===== src/design/cscd_regs.vh =====
`ifndef CSCD_REGS_VH
`define CSCD_REGS_VH

// register indices; byte address is four times the index
`define CSCD_IDX_GEN_CFG 6'h1A
`define CSCD_IDX_SCAN_CFG 6'h1B
`define CSCD_IDX_SOFT_RST 6'h1C
`define CSCD_IDX_DRV0 6'h1E
`define CSCD_IDX_DRV1 6'h1F
`define CSCD_IDX_DRV2 6'h20

// field positions
`define CSCD_SEL_HI 15
`define CSCD_SEL_LO 14
`define CSCD_OVR_BIT 12
`define CSCD_AMPDIS_BIT 10
`define CSCD_SCAN_EN_BIT 15
`define CSCD_ORDER_HI 14
`define CSCD_ORDER_LO 13
`define CSCD_DEGL_HI 2
`define CSCD_DEGL_LO 0
`define CSCD_SOFT_RST_BIT 15
`define CSCD_PROG_HI 15
`define CSCD_PROG_LO 11
`define CSCD_CAL_HI 10
`define CSCD_CAL_LO 6

// reset values
`define CSCD_GEN_CFG_RST 16'h2801
`define CSCD_SCAN_CFG_RST 16'h020F
`define CSCD_SOFT_RESV_RST 15'h0000
`define CSCD_DRV_RST 5'h00

// scan order codes
`define CSCD_ORDER_01 2'h0
`define CSCD_ORDER_012 2'h1
`define CSCD_ORDER_0123 2'h2
`define CSCD_ORDER_01B 2'h3

// deglitch bandwidth codes
`define CSCD_DEGL_1M 3'h1
`define CSCD_DEGL_3M3 3'h4
`define CSCD_DEGL_10M 3'h5
`define CSCD_DEGL_33M 3'h7

// bus responses
`define CSCD_RESP_OKAY 2'h0
`define CSCD_RESP_SLVERR 2'h2
`endif


===== src/design/cscd_seq.v =====
`timescale 1ns/1ps
`include "cscd_regs.vh"
module cscd_seq (
	input wire aclk,
	input wire rst_n,
	input wire ce,
	input wire scan_en,
	input wire [1:0] order,
	input wire [1:0] single_sel,
	input wire conv_done,
	output reg [1:0] single_channel_select,
	output reg scan_wrap
);
	localparam ST_SINGLE = 1'b0; // one channel, continuous
	localparam ST_SCAN = 1'b1; // auto-scan over a list

	reg state; // sequencer state
	reg [1:0] last_chan; // final channel of the chosen list

	// list length from the order code
	always @* begin
		case (order)
			`CSCD_ORDER_01: last_chan = 2'h1;
			`CSCD_ORDER_012: last_chan = 2'h2;
			`CSCD_ORDER_0123: last_chan = 2'h3;
			default: last_chan = 2'h1;
		endcase
	end

	// channel stepping
	always @(posedge aclk) begin
		if (!rst_n) begin
			state <= ST_SINGLE;
			single_channel_select <= 2'h0;
			scan_wrap <= 1'b0;
		end else if (ce) begin
			scan_wrap <= 1'b0;
			case (state)
				ST_SINGLE: begin
					// follows the select field live, no conversion boundary needed
					single_channel_select <= single_sel;
					if (scan_en) begin
						state <= ST_SCAN;
						single_channel_select <= 2'h0;
					end
				end
				ST_SCAN: begin
					if (!scan_en) begin
						state <= ST_SINGLE;
						single_channel_select <= single_sel;
					end else if (single_channel_select > last_chan) begin
						// list shortened under us: restart rather than run off the end
						single_channel_select <= 2'h0;
					end else if (conv_done) begin
						if (single_channel_select == last_chan) begin
							single_channel_select <= 2'h0;
							scan_wrap <= 1'b1;
						end else begin
							single_channel_select <= single_channel_select + 2'h1;
						end
					end
				end
				default: state <= ST_SINGLE;
			endcase
		end
	end
endmodule // cscd_seq


===== src/design/cscd_drv.v =====
`timescale 1ns/1ps
`include "cscd_regs.vh"
module cscd_drv (
	input wire aclk,
	input wire rst_n,
	input wire ce,
	input wire cal_init_valid,
	input wire amp_corr_valid,
	input wire [1:0] cal_chan,
	input wire [4:0] cal_level,
	input wire amp_track_dis,
	output wire [14:0] cal_levels
);
	genvar i;
	// one calibrated level per channel with a register here (0 to 2)
	generate
		for (i = 0; i < 3; i = i + 1) begin : g_cal
			reg [4:0] level; // calibrated drive level
			wire hit; // calibration result aimed at this channel
			assign hit = (cal_chan == i[1:0]);
			always @(posedge aclk) begin
				if (!rst_n) begin
					level <= `CSCD_DRV_RST;
				end else if (ce && hit) begin
					// initial calibration always lands; later corrections only while tracking
					if (cal_init_valid) begin
						level <= cal_level;
					end else if (amp_corr_valid && !amp_track_dis) begin
						level <= cal_level;
					end
				end
			end
			assign cal_levels[i*5 +: 5] = level;
		end
	endgenerate
endmodule // cscd_drv


===== src/design/cscd_top.v =====
`timescale 1ns/1ps
`include "cscd_regs.vh"
module cscd_top (
	input wire aclk,
	input wire aresetn,
	input wire ce,
	// axi4-lite slave
	input wire [7:0] s_axi_awaddr,
	input wire s_axi_awvalid,
	output reg s_axi_awready,
	input wire [31:0] s_axi_wdata,
	input wire [3:0] s_axi_wstrb,
	input wire s_axi_wvalid,
	output reg s_axi_wready,
	output reg [1:0] s_axi_bresp,
	output reg s_axi_bvalid,
	input wire s_axi_bready,
	input wire [7:0] s_axi_araddr,
	input wire s_axi_arvalid,
	output reg s_axi_arready,
	output reg [31:0] s_axi_rdata,
	output reg [1:0] s_axi_rresp,
	output reg s_axi_rvalid,
	input wire s_axi_rready,
	// conversion core and calibration
	input wire conv_done,
	input wire cal_init_valid,
	input wire amp_corr_valid,
	input wire [1:0] cal_chan,
	input wire [4:0] cal_level,
	output wire [1:0] single_channel_select,
	output wire scan_wrap,
	output reg [4:0] drive_level,
	output reg drive_override,
	output reg amp_correction_enable,
	output reg [3:0] deglitch_bw,
	output reg soft_reset_pulse
);
	// overview:
	// - six 16-bit words behind the lite slave, one per word index
	// - the sequencer picks the converting channel
	// - the drive store keeps calibration results per channel
	// - outputs to the analog side are registered, never glitching

	// word map:
	// - general word: channel select, override, tracking disable
	// - scan word: scan enable, list code, filter code
	// - soft reset word: top bit starts a reset, the rest is scratch
	// - drive words, channels 0 to 2: programmed and calibrated levels

	// reset and enable:
	// - aresetn clears the whole block, bus included
	// - a soft reset clears words, levels and sequencer, not the bus
	// - ce low freezes every flop; resets still act at any edge

	// limitations:
	// - channel 3 has no drive word here; its level reads zero
	// - only byte lanes 0 and 1 matter; the upper half is dropped
	// - one read may be in flight at a time; a second write can be taken into the slots while a response waits

	// write channel holding state
	reg aw_held; // address waiting for its data
	reg w_held; // data waiting for its address
	reg [5:0] wr_idx; // word index of pending write
	reg [15:0] wr_data; // low half of pending write data
	reg [1:0] wr_strb; // byte lanes of pending write
	// handshake terms
	wire aw_hs; // address taken this edge
	wire w_hs; // data taken this edge
	wire ar_hs; // read address taken this edge
	wire do_write; // both halves present, response slot free
	wire next_aw_held;
	wire next_w_held;

	// configuration storage
	reg [15:0] gen_cfg; // general configuration word
	reg [15:0] scan_cfg; // scan configuration word
	reg [14:0] soft_resv; // reserved bits of soft reset word
	reg soft_rst_q; // one-cycle soft reset strobe
	wire cfg_rst_n; // power-on or soft reset, active low
	wire [14:0] prog_levels; // programmed levels, channels 0..2
	wire [14:0] cal_levels; // calibrated levels, channels 0..2

	// decode helpers
	reg wr_hit; // pending write index is mapped
	reg rd_hit; // read index is mapped
	reg [15:0] rd_word; // read mux result
	reg [4:0] sel_prog; // programmed level of active channel
	reg [4:0] sel_cal; // calibrated level of active channel
	wire [5:0] rd_idx;

	assign aw_hs = s_axi_awvalid && s_axi_awready;
	assign w_hs = s_axi_wvalid && s_axi_wready;
	assign ar_hs = s_axi_arvalid && s_axi_arready;
	assign do_write = aw_held && w_held && !s_axi_bvalid;
	assign next_aw_held = (aw_held || aw_hs) && !do_write;
	assign next_w_held = (w_held || w_hs) && !do_write;
	assign rd_idx = s_axi_araddr[7:2];
	// a soft reset clears the configuration but never the bus handshake
	assign cfg_rst_n = aresetn && !soft_rst_q;

	// byte-lane merge for the 16-bit registers
	// merging works on the stored value, so a one-lane write
	// never disturbs the other half of a register
	function [15:0] lane_merge;
		input [15:0] old_val;
		input [15:0] new_val;
		input [1:0] strb;
		begin
			lane_merge[7:0] = strb[0] ? new_val[7:0] : old_val[7:0];
			lane_merge[15:8] = strb[1] ? new_val[15:8] : old_val[15:8];
		end
	endfunction

	// write decode of the held index
	// decoded from the held index so the response code is ready with bvalid
	always @* begin
		case (wr_idx)
			`CSCD_IDX_GEN_CFG, `CSCD_IDX_SCAN_CFG, `CSCD_IDX_SOFT_RST,
			`CSCD_IDX_DRV0, `CSCD_IDX_DRV1, `CSCD_IDX_DRV2: wr_hit = 1'b1;
			default: wr_hit = 1'b0;
		endcase
	end

	// write timing: the edge that takes the later half fills both slots,
	// the next edge commits the word and raises the response;
	// while a response waits for bready no word is committed,
	// so the full slots hold the master off instead of losing data;
	// an unmapped index still completes, with a slave error and no store
	// write channel: address and data accepted in either order
	always @(posedge aclk) begin
		if (!aresetn) begin
			aw_held <= 1'b0;
			w_held <= 1'b0;
			wr_idx <= 6'h00;
			wr_data <= 16'h0000;
			wr_strb <= 2'h0;
			s_axi_awready <= 1'b0;
			s_axi_wready <= 1'b0;
			s_axi_bvalid <= 1'b0;
			s_axi_bresp <= `CSCD_RESP_OKAY;
		end else if (ce) begin
			if (aw_hs) begin
				wr_idx <= s_axi_awaddr[7:2];
			end
			if (w_hs) begin
				wr_data <= s_axi_wdata[15:0];
				wr_strb <= s_axi_wstrb[1:0];
			end
			aw_held <= next_aw_held;
			w_held <= next_w_held;
			// ready only while the matching holding slot is empty
			s_axi_awready <= !next_aw_held;
			s_axi_wready <= !next_w_held;
			if (do_write) begin
				s_axi_bvalid <= 1'b1;
				s_axi_bresp <= wr_hit ? `CSCD_RESP_OKAY : `CSCD_RESP_SLVERR;
			end else if (s_axi_bvalid && s_axi_bready) begin
				s_axi_bvalid <= 1'b0;
			end
		end
	end

	// soft reset strobe, kept out of the config reset so it lasts exactly a cycle
	// the strobe clears the configuration one edge after the write commits,
	// so the response of the reset write is already standing
	// and survives, since the bus is outside the soft reset
	// a second reset write during the strobe just repeats the reset
	always @(posedge aclk) begin
		if (!aresetn) begin
			soft_rst_q <= 1'b0;
			soft_reset_pulse <= 1'b0;
		end else if (ce) begin
			soft_rst_q <= do_write && (wr_idx == `CSCD_IDX_SOFT_RST) &&
				wr_strb[1] && wr_data[`CSCD_SOFT_RST_BIT];
			soft_reset_pulse <= soft_rst_q;
		end
	end

	// general, scan and soft reset words
	// the three words share one reset; lanes not strobed keep their value
	// the soft reset word keeps its reserved bits but never its top bit
	always @(posedge aclk) begin
		if (!cfg_rst_n) begin
			gen_cfg <= `CSCD_GEN_CFG_RST;
			scan_cfg <= `CSCD_SCAN_CFG_RST;
			soft_resv <= `CSCD_SOFT_RESV_RST;
		end else if (ce && do_write) begin
			case (wr_idx)
				`CSCD_IDX_GEN_CFG: gen_cfg <= lane_merge(gen_cfg, wr_data, wr_strb);
				// reserved scan bits are stored as written; software keeps them at 0x041
				`CSCD_IDX_SCAN_CFG: scan_cfg <= lane_merge(scan_cfg, wr_data, wr_strb);
				`CSCD_IDX_SOFT_RST: begin
					if (wr_strb[0]) begin
						soft_resv[7:0] <= wr_data[7:0];
					end
					if (wr_strb[1]) begin
						soft_resv[14:8] <= wr_data[14:8];
					end
				end
				default: soft_resv <= soft_resv;
			endcase
		end
	end

	// programmed drive levels, one per channel
	// the programmed field sits in the upper lane only, so lane 0 writes skip it
	// the calibrated half of the word is read-only and ignored on writes
	genvar c;
	generate
		for (c = 0; c < 3; c = c + 1) begin : g_prog
			reg [4:0] level; // programmed drive level
			always @(posedge aclk) begin
				if (!cfg_rst_n) begin
					level <= `CSCD_DRV_RST;
				end else if (ce && do_write && wr_strb[1] && wr_idx == (`CSCD_IDX_DRV0 + c)) begin
					level <= wr_data[`CSCD_PROG_HI:`CSCD_PROG_LO];
				end
			end
			assign prog_levels[c*5 +: 5] = level;
		end
	endgenerate

	// read mux; general, scan and soft reset reserved bits read as stored; the soft reset top bit, drive low bits and unmapped bits read zero
	// the word is taken when the address is accepted, so a calibration
	// result landing at that same edge shows on the next read only
	// an unmapped index reads zero with a slave error
	always @* begin
		rd_hit = 1'b1;
		rd_word = 16'h0000;
		case (rd_idx)
			`CSCD_IDX_GEN_CFG: rd_word = gen_cfg;
			`CSCD_IDX_SCAN_CFG: rd_word = scan_cfg;
			`CSCD_IDX_SOFT_RST: rd_word = {1'b0, soft_resv};
			`CSCD_IDX_DRV0: rd_word = {prog_levels[4:0], cal_levels[4:0], 6'h00};
			`CSCD_IDX_DRV1: rd_word = {prog_levels[9:5], cal_levels[9:5], 6'h00};
			`CSCD_IDX_DRV2: rd_word = {prog_levels[14:10], cal_levels[14:10], 6'h00};
			default: rd_hit = 1'b0;
		endcase
	end

	// read channel: one read outstanding, address blocked until data taken
	// arready drops at the edge that takes an address, rvalid rises there;
	// arready returns at the edge that takes the data, one read at a time
	always @(posedge aclk) begin
		if (!aresetn) begin
			s_axi_arready <= 1'b0;
			s_axi_rvalid <= 1'b0;
			s_axi_rdata <= 32'h00000000;
			s_axi_rresp <= `CSCD_RESP_OKAY;
		end else if (ce) begin
			if (ar_hs) begin
				s_axi_arready <= 1'b0;
				s_axi_rvalid <= 1'b1;
				s_axi_rdata <= {16'h0000, rd_word};
				s_axi_rresp <= rd_hit ? `CSCD_RESP_OKAY : `CSCD_RESP_SLVERR;
			end else if (s_axi_rvalid && s_axi_rready) begin
				s_axi_rvalid <= 1'b0;
				s_axi_arready <= 1'b1;
			end else if (!s_axi_rvalid) begin
				s_axi_arready <= 1'b1;
			end
		end
	end

	// channel sequencer
	// restarts with the configuration on a soft reset; its controls come
	// straight from the stored words
	cscd_seq u_seq (
		.aclk(aclk),
		.rst_n(cfg_rst_n),
		.ce(ce),
		.scan_en(scan_cfg[`CSCD_SCAN_EN_BIT]),
		.order(scan_cfg[`CSCD_ORDER_HI:`CSCD_ORDER_LO]),
		.single_sel(gen_cfg[`CSCD_SEL_HI:`CSCD_SEL_LO]),
		.conv_done(conv_done),
		.single_channel_select(single_channel_select),
		.scan_wrap(scan_wrap)
	);

	// calibrated level store
	// tracking disable gates corrections only; an initial result always lands
	cscd_drv u_drv (
		.aclk(aclk),
		.rst_n(cfg_rst_n),
		.ce(ce),
		.cal_init_valid(cal_init_valid),
		.amp_corr_valid(amp_corr_valid),
		.cal_chan(cal_chan),
		.cal_level(cal_level),
		.amp_track_dis(gen_cfg[`CSCD_AMPDIS_BIT]),
		.cal_levels(cal_levels)
	);

	// levels of the active channel; channel 3 fields live elsewhere and read zero here
	// combinational, but it only feeds the registered drive level,
	// so a channel change reaches the analog side one edge later
	// the programmed level counts only while override is set
	always @* begin
		case (single_channel_select)
			2'h0: begin
				sel_prog = prog_levels[4:0];
				sel_cal = cal_levels[4:0];
			end
			2'h1: begin
				sel_prog = prog_levels[9:5];
				sel_cal = cal_levels[9:5];
			end
			2'h2: begin
				sel_prog = prog_levels[14:10];
				sel_cal = cal_levels[14:10];
			end
			default: begin
				sel_prog = 5'h00;
				sel_cal = 5'h00;
			end
		endcase
	end

	// drive and filter outputs, registered one cycle behind the configuration
	// every output resets to what the reset configuration produces,
	// so the first enabled edge after a reset changes nothing
	// undefined filter codes are stored as written and only map to 33 MHz here
	always @(posedge aclk) begin
		if (!cfg_rst_n) begin
			drive_level <= `CSCD_DRV_RST;
			drive_override <= 1'b0;
			amp_correction_enable <= 1'b1;
			deglitch_bw <= 4'h8;
		end else if (ce) begin
			drive_override <= gen_cfg[`CSCD_OVR_BIT];
			// programmed level only counts with override on; else calibration owns the drive
			drive_level <= gen_cfg[`CSCD_OVR_BIT] ? sel_prog : sel_cal;
			amp_correction_enable <= !gen_cfg[`CSCD_AMPDIS_BIT];
			// undefined codes fall back to the widest filter so no edges are lost
			case (scan_cfg[`CSCD_DEGL_HI:`CSCD_DEGL_LO])
				`CSCD_DEGL_1M: deglitch_bw <= 4'h1;
				`CSCD_DEGL_3M3: deglitch_bw <= 4'h2;
				`CSCD_DEGL_10M: deglitch_bw <= 4'h4;
				default: deglitch_bw <= 4'h8;
			endcase
		end
	end
endmodule // cscd_top


===== config.mk =====
export PLATFORM = sky130hd
export DESIGN_NAME = cscd_top
export DESIGN_NICKNAME = d
export VERILOG_FILES = /design/src/design/cscd_seq.v /design/src/design/cscd_drv.v /design/src/design/cscd_top.v
export VERILOG_INCLUDE_DIRS = /design/src /design/src/design
export SDC_FILE = /design/constraint.sdc
export NUM_CORES = 1
export LEC_CHECK = 0
export ABC_AREA = 1
export BUFFER_PORTS_ARGS = -buffer_cell sky130_fd_sc_hd__buf_2
export CORE_ASPECT_RATIO = 0.8
export CORE_MARGIN = 3
export CORE_UTILIZATION = 55
export CTS_CLUSTER_DIAMETER = 30
export DETAILED_ROUTE_END_ITERATION = 10
export HOLD_SLACK_MARGIN = 0.02
export PLACE_DENSITY = 0.79
export RECOVER_POWER = 25
export SLEW_MARGIN = 20
export SYNTH_ARGS = -nofsm -noshare
export SYNTH_HDL_FRONTEND = slang
export SYNTH_SLANG_ARGS = --single-unit

===== constraint.sdc =====
create_clock -name aclk -period 2.1 [get_ports aclk]
set_input_delay 0.42 -clock aclk [delete_from_list [all_inputs] [get_ports aclk]]
set_output_delay 0.42 -clock aclk [all_outputs]
set_load 0.05 [all_outputs]

==> flow_metrics.tcl, run 1 <==
set metrics [dict create \
    dieArea_um2 13100 \
    syn_inst 943 \
    antenna_found_initial 0 \
    hp-start "cal_level[1]" \
    grtUsageTotal_pct 28.6 \
    grt_start_max_net_pins 42 \
    final_cell_mix "nand2_1, nor2_1, dfxtp_1" \
    period_share_pct 86.6 \
    drt-pass1-iter-count 7 \
    grt_pass1_wl_um 29400 \
    netlist-cell-type-count 29 \
    routabilityCongestion 0.924 \
    crit_chain "inv_1 > ha_1 > ha_1 > inv_1 > nor2_1 > nor2_1 > o21ai_0 > nand2_1 > nand2_1 > nand2_1 > nor2_1" \
    clk_latency_ns 0.41 \
    start_util_pct 58.0 \
    synth-compound-area-share_pct 13.4 \
    synth-simple-area-share_pct 32.4 \
    wl_um 18400 \
    worstPathArrival_ns 2.17 \
    regArea_um2 2860 \
    worstSetupPathType "register to register" \
    cts_setup_buffers 0 \
    path_clk_slew_ns 0.06 \
    clockBufferDepth 2 \
    core_um2 11200 \
    synthesis.area_um2 6490 \
    cts.sinks 143 \
    design_power_total_w 0.00656 \
    yosys.area_share.xor_xnor_pct 0 \
    use_met1_pct 41.3 \
    busiest_layer "met2" \
    cts_buffers 17 \
    synth_fa_ha_area_share_pct 1.35 \
    powerDensity_nw_per_um2 860 \
    peakVddDrop_mv 0.574 \
    pin_count 126 \
    finalMaxSlewViolations 0 \
    num_vias 6543 \
    crit_path_max_incr_delay_ns 0.38 \
    fin_util_pct 68.2 \
    dp.cells 1152 \
    gr-total-overflow 0 \
    status "completed" \
    die_h_um 103 \
    cts_tree "yes" \
    htree_levels 4 \
    fin_tns_setup_ns 0 \
    p_leak_nw 3.44 \
    viasPerCell 5.53 \
    final_common_cell "nand2_1" \
    postRouteAntennaNets 0 \
    path_max_fanout 4 \
    drt_iter0_markers 722 \
    synth_seq_cells 143 \
    n_fill_cell 1020 \
    drc_errors 0 \
    syn2layout_area_growth_pct 17.6 \
    rsz0062_at_grt "false" \
    layout_min_cycle_time_ns 1.82 \
    cap_violations 0 \
    cts_hold_buf 0 \
    avgSynthCellArea_um2 6.88 \
    synth_top_family_by_area "simple AND/OR/NAND/NOR gates" \
    startpoint_type "register" \
    setup_viol 0 \
    cts_root_buf "clkbuf_16" \
    critPathCaptureType "register" \
    instances_no_fill 1184 \
    diodes 0 \
    muxShareOfSynthArea_pct 0 \
    drive_above_1_share_pct 14.7 \
    grt_pass1_vias 5745 \
    die_w_um 127 \
    slowest_stage "dfxtp_1" \
    multiInputGateArea_um2 3130 \
    post_cts_resized 0 \
    cp.required_ns 2.45 \
    grt_util_met2_pct 43.1 \
    hp-class "input port to register" \
    grt_use_met3_pct 7.46 \
    holdWs_ns 0.267 \
    ys_seq_area_share_pct 44.1 \
    fin_nets 1104 \
    startpoint "scan_cfg[14]$_SDFFE_PN0P_" \
    routedWlPerCell_um 15.5 \
    clock_skew_ns 0.00762 \
    dp_hpwl_um 12600 \
    ys_warn_count 0 \
    worstMarginPinSlew_ns 0.707 \
    io_buffer_count 85 \
    r2r_start "scan_cfg[14]$_SDFFE_PN0P_" \
    fmax_ghz 0.550 \
    timing.slew.headroom_pct 52.9 \
    final-hold-violation-count 0 \
    num_rows 34 \
]
power breakdown:
part / switching (W) / internal, W
Clock: 0.00114 / 0.00205
Combinational: 0.000407 / 0.000137
Sequential: 0.0000543 / 0.00277
stage by stage:
step / area (um2) / worst slack [ns]
6_report: 7630 / 0.281
5_1_grt: 7630 / 0.184
4_1_cts: 7640 / 0.316
3_5_place_dp: 7020 / 0.265
3_3_place_gp: 7020 / 0.284
2_1_floorplan: 6550 / 0.353
registers in the layout, summed over array words and instances (netlist names), 2 cells and up:
signal,count
deglitch_bw,4
drive_level,5
g_prog.level,15
gen_cfg,16
s_axi_rdata,16
scan_cfg,16
soft_resv,15
u_drv.g_cal.level,15
u_seq.single_channel_select,2
wr_data,16
wr_idx,6
wr_strb,2
critical path: cells and delay by family (launching register included):
family          cells  cell delay (ns)
compound gates      1             0.17
buf+inv             2             0.11
flops               1             0.38
simple gates        6             0.52
fa+ha+maj           2             0.59
cells in the mapped netlist (all sizes together):
library cell  count  area share (%)
clkbuf           27             1.6
buf              28             2.9
nor3              7            0.77
and2              1           0.096
o21bai            1            0.17
inv              72             4.2
a211oi            2            0.23
o21ai            91             7.0
a21oi            73             5.6
or2               1           0.096
dfxtp           143              44
nand3           101             7.8
ha                7             1.3
o221ai            2            0.27
conb              1           0.058
nand2           190              11
and3              1           0.096
nand4            14             1.3
o211ai            1            0.12
nor2            180              11
final timing paths:
| check | end | slack [ns] | cells past startpoint |
|---|---|---|---|
| setup reg to reg | u_seq.single_channel_select[1]$_SDFFE_PN0P_ | 0.28 | 11 |
| hold reg to reg | s_axi_rdata[5]$_SDFFE_PN0P_ | 0.45 | 2 |
| hold / removal | u_drv.g_cal[0].level[1]$_SDFFE_PN0P_ | 0.27 | 3 |
| setup / recovery | u_seq.single_channel_select[1]$_SDFFE_PN0P_ | 0.28 | 11 |
area by class of cell:
cell class | count | area share, %
sequential | 143 | 37.5
inverter | 72 | 3.54
clock buffer | 22 | 6.08
multi-input combinational | 690 | 41.0
tap | 144 | 2.36
timing repair buffer | 103 | 7.38
clock inverter | 10 | 2.10
metal layers:
layer,vias to the layer above,share of wire [%]
met5,-,0
met4,0,1.1
met3,22,9.4
met2,303,43
met1,3008,46
li1,3210,-
cells by family (layout without fill, tap and decap cells):
kind of cell | count (synthesis) | count (layout)
buf+inv | 127 | 207
simple gates | 495 | 495
fa+ha+maj | 7 | 7
other cells | 1 | 18
flops | 143 | 143
compound gates | 170 | 170
Note: power is estimated with default switching activity, not from simulation.
==> run 2, diff against run 1 <==
- CORE_UTILIZATION: 55 -> 35
- CTS_BUF_LIST: unset -> sky130_fd_sc_hd__clkbuf_16
- PLACE_DENSITY: 0.79 -> unset
==> run 2 against run 1 <==
Utilization fell by 25 points. Flip-flop and latch count did not move. Clock-buffer cell count fell by 5. Cell count rose by 6.8%. Clock power fell by 6.3%. Power fell by 2.8%. Wire length rose by 4.7%. Setup slack got worse by 0.0043 ns. Hold slack improved by 0.010 ns. Critical endpoint is now u_drv.g_cal[1].level[4]$_SDFFE_PN0P_. Largest cell class unchanged.
==> flow_metrics.tcl, run 2 (synthesis results as in run 1) <==
set metrics [dict create \
    status "completed" \
    pin_count 126 \
    cts.sinks 143 \
    placed_area_um2 7130 \
    setup_viol 0 \
    grt_use_met3_pct 3.31 \
    syn2layout_area_growth_pct 18.5 \
    fmax_ghz 0.549 \
    postRouteAntennaNets 0 \
    drive_above_1_share_pct 14.4 \
    worstPathArrival_ns 2.09 \
    cap_violations 0 \
    routabilityCongestion 0.879 \
    r2r_end "u_seq.single_channel_select[0]$_SDFFE_PN0P_" \
    hp-class "input port to register" \
    busiest_layer "met1" \
    hp-start "cal_level[1]" \
    clockBufferDepth 2 \
    grtUsageTotal_pct 19.4 \
    cts_setup_buffers 0 \
    die_h_um 128 \
    intPower_w 0.00475 \
    drt_iter0_markers 565 \
    p_leak_nw 3.42 \
    cts_buffers 17 \
    grt_pass1_wl_um 30500 \
    worst-r2r-setup-slack_ns 0.36 \
    rr_worst_depth 11 \
    peakVddDrop_mv 0.383 \
    cp.required_ns 2.37 \
    grt_pass1_vias 5689 \
    cts_root_buf "clkbuf_16" \
    worstMarginPinSlew_ns 0.725 \
    hold-path-cell-count 3 \
    cts_tree "yes" \
    die_w_um 158 \
    antenna_found_initial 0 \
    io_buffer_count 85 \
    routedWlPerCell_um 15.2 \
    clk_latency_ns 0.42 \
    final_cell_mix "nand2_1, nor2_1, dfxtp_1" \
    drc_errors 0 \
    stdcell_area_um2 7690 \
    diodes 0 \
    switching_power_w 0.00162 \
    wl_um 19300 \
    path_clk_slew_ns 0.06 \
    critPathCaptureType "register" \
    p_sw_share_pct 25.5 \
    gr-total-overflow 0 \
    fin_tns_setup_ns 0 \
    final-hold-violation-count 0 \
    post_cts_resized 0 \
    clock_skew_ns 0.00892 \
    path_max_fanout 12 \
    use_met1_pct 30.5 \
    viasPerCell 4.93 \
    cts_hold_buf 0 \
    worstHoldEndpoint "u_drv.g_cal[0].level[1]$_SDFFE_PN0P_" \
    finalMaxSlewViolations 0 \
    slowest_stage "nor3_2" \
    grt_util_met2_pct 26.9 \
    comb_power_share_pct 8.6 \
    dp_hpwl_um 14000 \
    timing.slew.headroom_pct 51.6 \
    seqPwrFrac_pct 44.4 \
    crit_path_max_incr_delay_ns 0.39 \
    num_vias 6241 \
    fin_nets 1106 \
    core_um2 17800 \
    powerDensity_nw_per_um2 828 \
    p_clk_share_pct 47.0 \
    htree_levels 4 \
    worstSetupPathType "input port to register" \
    r2r_start "scan_cfg[14]$_SDFFE_PN0P_" \
    final_common_cell "nand2_1" \
    crit_chain "clkbuf_1 > inv_1 > clkbuf_2 > nor3_2 > nand2_1 > nand2_1 > a21oi_1" \
    rsz0062_at_grt "false" \
    drt-pass1-iter-count 5 \
    num_rows 43 \
    path_common_cell "nand2_1" \
    grt_start_max_net_pins 47 \
    start_util_pct 36.5 \
    period_share_pct 86.8 \
    dieArea_um2 20200 \
    layout_min_cycle_time_ns 1.82 \
    startpoint_type "input port" \
]
run 2: per-stage QoR:
stage | cells | hold WS, ns | util, % | power [W] | setup WS [ns]
after global routing | 1265 | 0.287 | 43.3 | 0.00660 | 0.104
after CTS | 1265 | 0.264 | 43.4 | 0.00642 | 0.354
after global placement | 1235 | 0.440 | 40.2 | 0.00343 | 0.302
after detailed placement | 1235 | 0.445 | 40.2 | 0.00343 | 0.280
final | 1265 | 0.277 | 43.3 | 0.00637 | 0.277
after floorplan | 960 | 0.429 | - | 0.00327 | 0.353
run 2: final cells by class:
type,count,area [um2]
timing repair buffer,105,574
tap,225,282
inverter,72,270
sequential,143,2860
clock buffer,17,425
multi-input combinational,690,3130
clock inverter,13,149
fill,1871,10100
run 2: worst max-delay path by stage:
stage / from / to
floorplan: u_seq.single_channel_select[0]$_SDFFE_PN0P_ / u_seq.single_channel_select[0]$_SDFFE_PN0P_
global route: ce / u_drv.g_cal[1].level[3]$_SDFFE_PN0P_
detailed placement: ce / gen_cfg[10]$_SDFFE_PN0P_
finish: ce / u_drv.g_cal[1].level[4]$_SDFFE_PN0P_
CTS: scan_cfg[14]$_SDFFE_PN0P_ / u_seq.single_channel_select[0]$_SDFFE_PN0P_
global placement: ce / u_drv.g_cal[1].level[4]$_SDFFE_PN0P_
run 2: critical path, delay by kind of cell:
kind / cells / cell delay [ns]
simple gates: 3 / 0.70
compound gates: 1 / 0.06
buf+inv: 3 / 0.90
run 2: routing by layer:
layer | up-vias | share of wire, % | wire, um
li1 | 3211 | - | -
met1 | 2813 | 52 | 10100
met2 | 201 | 40 | 7680
met3 | 16 | 6.6 | 1280
met4 | 0 | 1.1 | 206
met5 | - | 0 | 0
run 2: power by group through the flow:
| stage | Sequential (W) | Clock [W] | Combinational [W] |
|---|---|---|---|
| after floorplan | 0.00295 | 0 | 0.000320 |
| after global placement | 0.00288 | 0 | 0.000547 |
| after detailed placement | 0.00289 | 0 | 0.000550 |
| after CTS | 0.00283 | 0.00304 | 0.000552 |
| after global routing | 0.00283 | 0.00317 | 0.000604 |
| final | 0.00283 | 0.00299 | 0.000550 |
